**config.mk**
```make
export PLATFORM = sky130hd
export DESIGN_NAME = siu_top
export DESIGN_NICKNAME = d
export VERILOG_FILES = /design/src/rtl/siu_pkg.sv /design/src/rtl/siu_irq_detect.sv /design/src/rtl/siu_top.sv
export SDC_FILE = /design/constraint.sdc
export NUM_CORES = 1
export LEC_CHECK = 0
export BUFFER_PORTS_ARGS = -buffer_cell sky130_fd_sc_hd__clkbuf_2
export CAP_MARGIN = 20
export CORE_ASPECT_RATIO = 0.75
export CORE_MARGIN = 2
export CORE_UTILIZATION = 57
export CTS_CLUSTER_DIAMETER = 120
export DETAILED_ROUTE_END_ITERATION = 7
export GPL_TIMING_DRIVEN = 0
export PLACE_DENSITY_LB_ADDON = 0.1
export REMOVE_ABC_BUFFERS = 1
export SLEW_MARGIN = 20
export SYNTH_ARGS = -nofsm -noshare
export SYNTH_HDL_FRONTEND = slang
export SYNTH_SLANG_ARGS = --single-unit
```
**constraint.sdc**
```tcl
create_clock -name clk -period 2.8 [get_ports clk]
set_clock_uncertainty 0.2 [all_clocks]
set_input_delay 0.7 -clock clk [delete_from_list [all_inputs] [get_ports clk]]
set_output_delay 0.7 -clock clk [all_outputs]
set_load 0.02 [all_outputs]
```
**src/rtl/siu_pkg.sv**
```systemverilog
// constants and types for the sequencer interrupt unit
// How it works
// - interrupt request is sampled at the clock edge; late requests count next cycle.
// - in call mode an interrupt is acted on only while the line's mask bit is 0; interrupt jump lines ignore it.
// - enable setting, plus a rising or falling edge select.
// - exactly two handling modes: vectored call or conditional jump test.
// - call mode saves return address, runs routine, resumes after interrupted line.
// - return on the routine's last line resumes after the interrupted line.
// - flow instructions on the routine's first line are ignored.
// - interrupt seen inside the routine waits until the routine returns.
// - jump mode tests only on interrupt jump lines, branches without return address.
// - each interrupt jump line carries its own destination.
// - in call mode each line has a mask bit blocking service.
// - interrupt jump dead in call mode, return dead in jump mode; mode frozen.
// - pending request cleared at start; first line test may miss.
// - call mode reserves word 0 for routine address; lines shift up one.
// - disabled or jump mode: lines start at word 0.
// - qualifier active level selectable high or low.
// - qualifier defaults to don't care and then gates nothing.
package siu_pkg;

    // ========================================
    // widths and addresses
    localparam int SEQ_W  = 12;
    localparam int ADDR_W = 12;
    localparam logic [ADDR_W-1:0] ADDR_ZERO = 12'h000;
    localparam logic [ADDR_W-1:0] ADDR_ONE  = 12'h001;

    // ========================================
    // timing
    localparam int CLK_PERIOD_PS  = 4000;
    localparam int QUAL_SETUP_NS  = 15;
    localparam int QUAL_SETUP_CYC =
        (QUAL_SETUP_NS * 1000 + CLK_PERIOD_PS - 1) / CLK_PERIOD_PS;
    localparam int QCNT_W = 3;
    localparam logic [QCNT_W-1:0] QCNT_FULL = QCNT_W'(QUAL_SETUP_CYC);
    localparam logic [QCNT_W-1:0] QCNT_RST  = 3'h0;

    // ========================================
    // enumerations
    typedef enum logic [2:0] {
        OP_NOP    = 3'h0,
        OP_JUMP   = 3'h1,
        OP_RETURN = 3'h2,
        OP_IF_IRQ = 3'h3,
        OP_HALT   = 3'h4
    } siu_op_t;

    typedef enum logic [1:0] {
        QUAL_ANY  = 2'h0,
        QUAL_LOW  = 2'h1,
        QUAL_HIGH = 2'h2
    } siu_qual_t;

    typedef enum logic [2:0] {
        ST_IDLE = 3'h1,
        ST_VEC  = 3'h2,
        ST_RUN  = 3'h4
    } siu_state_t;

    // ========================================
    // carriers
    typedef struct packed {
        logic      irq_en;
        logic      irq_fall;
        logic      call_mode;
        siu_qual_t qual_sel;
    } siu_cfg_t;

    typedef struct packed {
        siu_op_t          op;
        logic             mask;
        logic [SEQ_W-1:0] dest;
    } siu_instr_t;

endpackage

```
**src/rtl/siu_irq_detect.sv**
```systemverilog
// edge detector and qualifier gate for the interrupt request line
`timescale 1ns/1ps
`default_nettype none
module siu_irq_detect (
    // clock and reset
    input  wire logic        clk,
    input  wire logic        arst_n,
    input  wire logic        ce,
    // configuration
    input  wire siu_pkg::siu_cfg_t cfg,
    // probe lines
    input  wire logic        irq_in,
    input  wire logic        qual_in,
    // detected event
    output logic             irq_evt_r
);
    import siu_pkg::*;

    logic              irq_q_r;
    logic              armed_r;
    logic [QCNT_W-1:0] qcnt_r;
    logic [QCNT_W-1:0] qcnt_nxt;
    logic              qual_act;
    logic              qual_ok;
    logic              edge_seen;
    logic              evt_nxt;

    // ========================================
    // decode
    // qualifier level per selected polarity
    assign qual_act  = (cfg.qual_sel == QUAL_HIGH) ? qual_in : ~qual_in;
    assign qcnt_nxt  = !qual_act ? QCNT_RST :
                       (qcnt_r == QCNT_FULL) ? qcnt_r : qcnt_r + 3'h1;
    // don't care never gates
    assign qual_ok   = (cfg.qual_sel == QUAL_ANY) || (qcnt_r == QCNT_FULL);
    // edge between last and present sample; none before the first
    // sample, so a line idling high cannot fake a rising edge
    assign edge_seen = armed_r
                     & (cfg.irq_fall ? (irq_q_r & ~irq_in)
                                     : (~irq_q_r & irq_in));
    assign evt_nxt   = cfg.irq_en & edge_seen & qual_ok;

    // ========================================
    // sample registers
    always_ff @(posedge clk or negedge arst_n) begin
        if (!arst_n) begin
            irq_q_r   <= 1'b0;
            armed_r   <= 1'b0;
            qcnt_r    <= QCNT_RST;
            irq_evt_r <= 1'b0;
        end else if (ce) begin
            irq_q_r   <= irq_in;
            armed_r   <= 1'b1;
            qcnt_r    <= qcnt_nxt;
            irq_evt_r <= evt_nxt;
        end
    end
endmodule
`default_nettype wire

```
**src/rtl/siu_top.sv**
```systemverilog
// sequencer program counter with call and jump interrupt handling
`timescale 1ns/1ps
`default_nettype none
module siu_top (
    // clock and reset
    input  wire logic                        clk,
    input  wire logic                        arst_n,
    input  wire logic                        ce,
    // configuration
    input  wire siu_pkg::siu_cfg_t           cfg,
    // control
    input  wire logic                        start,
    // probe lines
    input  wire logic                        irq_in,
    input  wire logic                        qual_in,
    // program memory
    input  wire siu_pkg::siu_instr_t         prog_word,
    output logic [siu_pkg::ADDR_W-1:0]       prog_addr_r,
    // status
    output logic                             running_r,
    output logic                             in_isr_r,
    output logic                             pending_r,
    output logic                             taken_r
);
    import siu_pkg::*;

    // ========================================
    // state
    siu_state_t        state_r;
    siu_state_t        state_nxt;
    logic              call_mode_r;
    logic              irq_en_r;
    logic              base_r;
    logic              first_r;
    logic [ADDR_W-1:0] svc_r;
    logic [ADDR_W-1:0] ret_r;
    logic              irq_evt;

    // ========================================
    // edge detector
    siu_irq_detect u_det (
        .clk       (clk),
        .arst_n    (arst_n),
        .ce        (ce),
        .cfg       (cfg),
        .irq_in    (irq_in),
        .qual_in   (qual_in),
        .irq_evt_r (irq_evt)
    );

    // ========================================
    // decode of the executing line
    logic              st_run;
    logic              st_vec;
    logic              base_nxt;
    logic [ADDR_W-1:0] pc_inc;
    logic [ADDR_W-1:0] dest_addr;
    logic              op_halt;
    logic              call_act;
    logic              ret_act;
    logic              jmp_act;
    logic              ifirq_act;
    logic              svc_done;

    assign st_run    = (state_r == ST_RUN);
    assign st_vec    = (state_r == ST_VEC);
    // word 0 reserved only for enabled call mode
    assign base_nxt  = cfg.irq_en & cfg.call_mode;
    assign pc_inc    = prog_addr_r + ADDR_ONE;
    // sequence line to memory address
    assign dest_addr = prog_word.dest + {{(ADDR_W-1){1'b0}}, base_r};
    assign op_halt   = st_run & (prog_word.op == OP_HALT);

    // vectored call on an unmasked line, never nested
    assign call_act  = st_run & !op_halt & call_mode_r & irq_en_r
                     & pending_r & !in_isr_r & !first_r
                     & !prog_word.mask;

    // return only exists in call mode, only inside the routine
    assign ret_act   = st_run & !op_halt & !call_act & !first_r
                     & call_mode_r & in_isr_r
                     & (prog_word.op == OP_RETURN);

    // flow on the routine's first line is dropped
    assign jmp_act   = st_run & !op_halt & !call_act & !first_r
                     & (prog_word.op == OP_JUMP);

    // interrupt jump only in jump mode, no return saved
    assign ifirq_act = st_run & !op_halt & !call_mode_r & irq_en_r
                     & pending_r
                     & (prog_word.op == OP_IF_IRQ);

    assign svc_done  = call_act | ifirq_act;

    // ========================================
    // next program address
    logic [ADDR_W-1:0] pc_nxt;

    assign pc_nxt = start     ? ADDR_ZERO :
                    st_vec    ? ADDR_ONE :
                    !st_run   ? prog_addr_r :
                    op_halt   ? prog_addr_r :
                    call_act  ? svc_r :
                    ret_act   ? ret_r :
                    jmp_act   ? dest_addr :
                    ifirq_act ? dest_addr :
                    pc_inc;

    // ========================================
    // sequencer state
    always_comb begin
        state_nxt = state_r;
        case (state_r)
            ST_IDLE: begin
                state_nxt = ST_IDLE;
            end
            ST_VEC: begin
                state_nxt = ST_RUN;
            end
            ST_RUN: begin
                if (op_halt) begin
                    state_nxt = ST_IDLE;
                end
            end
            default: begin
                state_nxt = ST_IDLE;
            end
        endcase
        if (start) begin
            state_nxt = base_nxt ? ST_VEC : ST_RUN;
        end
    end

    // ========================================
    // pending request: new event beats a service clear,
    // start clears outright
    logic pending_nxt;

    assign pending_nxt = start ? 1'b0 :
                         (irq_evt | (pending_r & !svc_done));

    // routine flag
    logic in_isr_nxt;

    assign in_isr_nxt = start    ? 1'b0 :
                        call_act ? 1'b1 :
                        ret_act  ? 1'b0 :
                        in_isr_r;

    // ========================================
    // state registers
    always_ff @(posedge clk or negedge arst_n) begin
        if (!arst_n) begin
            state_r     <= ST_IDLE;
            prog_addr_r <= ADDR_ZERO;
            pending_r   <= 1'b0;
            in_isr_r    <= 1'b0;
        end else if (ce) begin
            state_r     <= state_nxt;
            prog_addr_r <= pc_nxt;
            pending_r   <= pending_nxt;
            in_isr_r    <= in_isr_nxt;
        end
    end

    // mode is frozen for the whole run
    always_ff @(posedge clk or negedge arst_n) begin
        if (!arst_n) begin
            call_mode_r <= 1'b0;
            irq_en_r    <= 1'b0;
            base_r      <= 1'b0;
        end else if (ce && start) begin
            call_mode_r <= cfg.call_mode;
            irq_en_r    <= cfg.irq_en;
            base_r      <= base_nxt;
        end
    end

    // routine address from word 0
    always_ff @(posedge clk or negedge arst_n) begin
        if (!arst_n) begin
            svc_r <= ADDR_ZERO;
        end else if (ce && st_vec) begin
            svc_r <= prog_word.dest;
        end
    end

    // return address and first-line marker
    always_ff @(posedge clk or negedge arst_n) begin
        if (!arst_n) begin
            ret_r   <= ADDR_ZERO;
            first_r <= 1'b0;
        end else if (ce) begin
            first_r <= call_act & !start;
            if (call_act) begin
                ret_r <= pc_inc;
            end
        end
    end

    // status outputs
    always_ff @(posedge clk or negedge arst_n) begin
        if (!arst_n) begin
            running_r <= 1'b0;
            taken_r   <= 1'b0;
        end else if (ce) begin
            running_r <= (state_nxt != ST_IDLE);
            taken_r   <= svc_done & !start;
        end
    end
endmodule
`default_nettype wire

```
==> run metrics <==
die area 0.00594 mm^2; first-pass GRT wire length 12500 um; dpl cells 420; DRT iter0 DRCs 235; Core Util, Final 68.1%; maximum vdd ir drop 0.305 mV; cts repair resizes 0; CTS tree done; ant diodes 0; post-DR vias/cell 6.19; post-route minimum period 2.50 ns; Post-CTS Setup Bufs 0; Layout Nets 387; Die Height 67.3 um; gpl congestion 0.842; IO Port Bufs 42; synth unique cells 58; multi-input logic area 0.00163 mm^2; Hold Fails Final Rpt 0; Rel. slew slack 51.7%; # hold bufs at CTS 0; status finished, final reports clean; CP Capture Type flop; Post-synth EDFFs 0; Critical Setup Path Class reg2reg; Reg clk slew, reported paths 0.10 ns; die width 88.3 um; Min Hold Slack 0.237 ns; initial core utilization 60.7%; fillers 435; slew of the pin with the lowest slew margin 0.724 ns; fmax 399 MHz; drc violations 0; IO Count 43; Yosys reg bits 53; Worst Path Required 2.84 ns; Syn. warnings 0; number of H-tree levels 2; gr usage total 27.9%; Mapped Area 0.00304 mm^2; Site Rows 22; number of global-route vias before repair 2513; grt met1 use 42.0%; Area growth, synth to finish 12.2%; cells after synthesis 314; register area 0.00133 mm^2; Leak Pwr 1.47 nW; number of CTS-inserted buffers 5; Final Non-Filler Cells 428; sequential share of the synthesized area 43.7%; RSZ-0062 raised after global routing false; crit-path max FO 7; layout cell share with drive strength beyond 1 22.2%; max-cap violations 0; total number of vias 2648; power density over cell area 492 mW/mm^2; Post-DRT Antenna Nets 0; predominant post-synthesis flop cell dfrtp_1; hpwl dp 5550 um; GR Overflow Total 0; Avg Cell Area, Syn 9.68 um^2; routed wire length 7570 um; hold crit path type in2async; clock sink count 53; met2 Track Usage GR 42.1%; Top Usage Layer GRT met2; initial antenna violation count 0; largest net degree at the start of global routing 54; Final Cycle Share 89.5%; routed length per placed instance 17.7 um; Max clock buf depth 2; clock root cell clkbuf_8; max-slew violations 0; Core ar. 0.00501 mm^2; TritonRoute pass-1 iters 6; Post-synth ARST share 100%; Worst Path Arrival 2.55 ns; Clk Latency, worst-skew pair 0.32 ns; M3 GR Usage 4.40%; Worst setup SP type flop; final setup vio count 0
## power breakdown
part	internal (mW)	switching (mW)	total (mW)
combinational	0.137	0.158	0.295
clock	0.177	0.265	0.442
sequential	0.864	0.0768	0.941
## logic make-up (layout without fill, tap and decap cells)
family	after synthesis	count (layout)	share of synthesized area [%]
simple gates	115	115	20.9
buf+inv	22	64	2.80
compound gates	81	81	18.1
fa+ha+maj	5	5	2.06
xor+xnor	18	18	5.19
mux	20	20	7.32
flops	53	53	43.7
## path summary, 6_finish.rpt
kind	from	end	slack [ns]	cells past startpoint
worst max-delay path	state_r[1]$_DFFE_PN0P_	prog_addr_r[8]$_DFFE_PN0P_	0.30	5
worst min-delay path	arst_n	ret_r[5]$_DFFE_PN0P_	0.24	1
worst min register to register	u_det.armed_r$_DFFE_PN0P_	u_det.armed_r$_DFFE_PN0P_	0.28	1
max in group asynchronous	arst_n	u_det.qcnt_r[2]$_DFFE_PN0P_	1.67	1
worst max register to register	state_r[1]$_DFFE_PN0P_	prog_addr_r[8]$_DFFE_PN0P_	0.30	5
min in group clk	u_det.armed_r$_DFFE_PN0P_	u_det.armed_r$_DFFE_PN0P_	0.28	1
## worst max-delay path, stage by stage (launching register included)
cell and delay [ns]:
dfrtp_1 0.44, nor3b_2 0.44, o2111ai_1 0.33, nor2_2 0.46
mux2_2 0.40, a31oi_1 0.16
## through the flow
stage / area, um^2 / worst slack (ns) / TNS [ns] / power [mW]
6_report: 3410 / 0.295 / 0 / 1.68
3_5_place_dp: 3320 / -0.0210 / -0.0519 / 1.25
4_1_cts: 3410 / 0.317 / 0 / 1.68
3_3_place_gp: 3300 / -0.802 / -9.60 / 1.23
5_1_grt: 3410 / 0.170 / 0 / 1.76
2_1_floorplan: 3000 / 0.275 / 0 / 1.13
## sequential cells by signal, indices dropped and copies added, names as in the netlist, 3 cells and up
| register | count |
|---|---|
| prog_addr_r | 12 |
| ret_r | 12 |
| svc_r | 12 |
| state_r | 3 |
| u_det.qcnt_r | 3 |
## cell usage after synthesis, types with 3 or more instances
master	instances	area, um^2
dfrtp_1	52	1300
nor3b_1	3	22.5
clkbuf_1	7	26.3
nor3_1	4	20.0
a221o_1	3	30.0
nand3_1	16	80.1
a22oi_1	7	52.6
and3_1	3	18.8
nor2_1	13	48.8
inv_1	12	45.0
a21oi_1	11	55.1
and4_1	4	35.0
xor2_1	8	70.1
o21ai_0	24	120
mux2_2	18	203
nor2b_1	3	18.8
a21o_1	3	22.5
a31oi_1	4	25.0
o2bb2ai_1	4	35.0
ha_1	5	62.6
nand4_1	7	43.8
o21a_1	3	22.5
nand2_1	40	150
o211ai_1	7	52.6
xnor2_1	10	87.6
## cells in the final DEF, fill, tap and decap left out, types with 7 or more instances in the layout
| master | synthesis | routed |
|---|---|---|
| nor2_1 | 13 | 13 |
| o21ai_0 | 24 | 24 |
| dfrtp_1 | 52 | 52 |
| a21oi_1 | 11 | 11 |
| o211ai_1 | 7 | 7 |
| nand4_1 | 7 | 7 |
| xnor2_1 | 10 | 10 |
| nand3_1 | 16 | 16 |
| mux2_2 | 18 | 18 |
| clkbuf_2 | 0 | 41 |
| inv_1 | 12 | 12 |
| nand2_1 | 40 | 40 |
| xor2_1 | 8 | 8 |
| a22oi_1 | 7 | 7 |
## per-layer routing
| metal | wire length, um | part of all wire (%) |
|---|---|---|
| met5 | 0 | 0 |
| met3 | 536 | 7.1 |
| met4 | 87 | 1.1 |
| met2 | 3280 | 43 |
| met1 | 3670 | 48 |
## area by class of cell
type                            instances  share of cell area (%)
Clock inverter                          2                   0.440
Timing Repair Buffer                   43                    6.57
Sequential cell                        53                    38.9
Tap cell                               72                    2.64
Multi-Input combinational cell        239                    47.9
Inverter                               13                    1.43
Clock buffer                            6                    2.13
No activity file was read; power rests on OpenSTA's default activity.
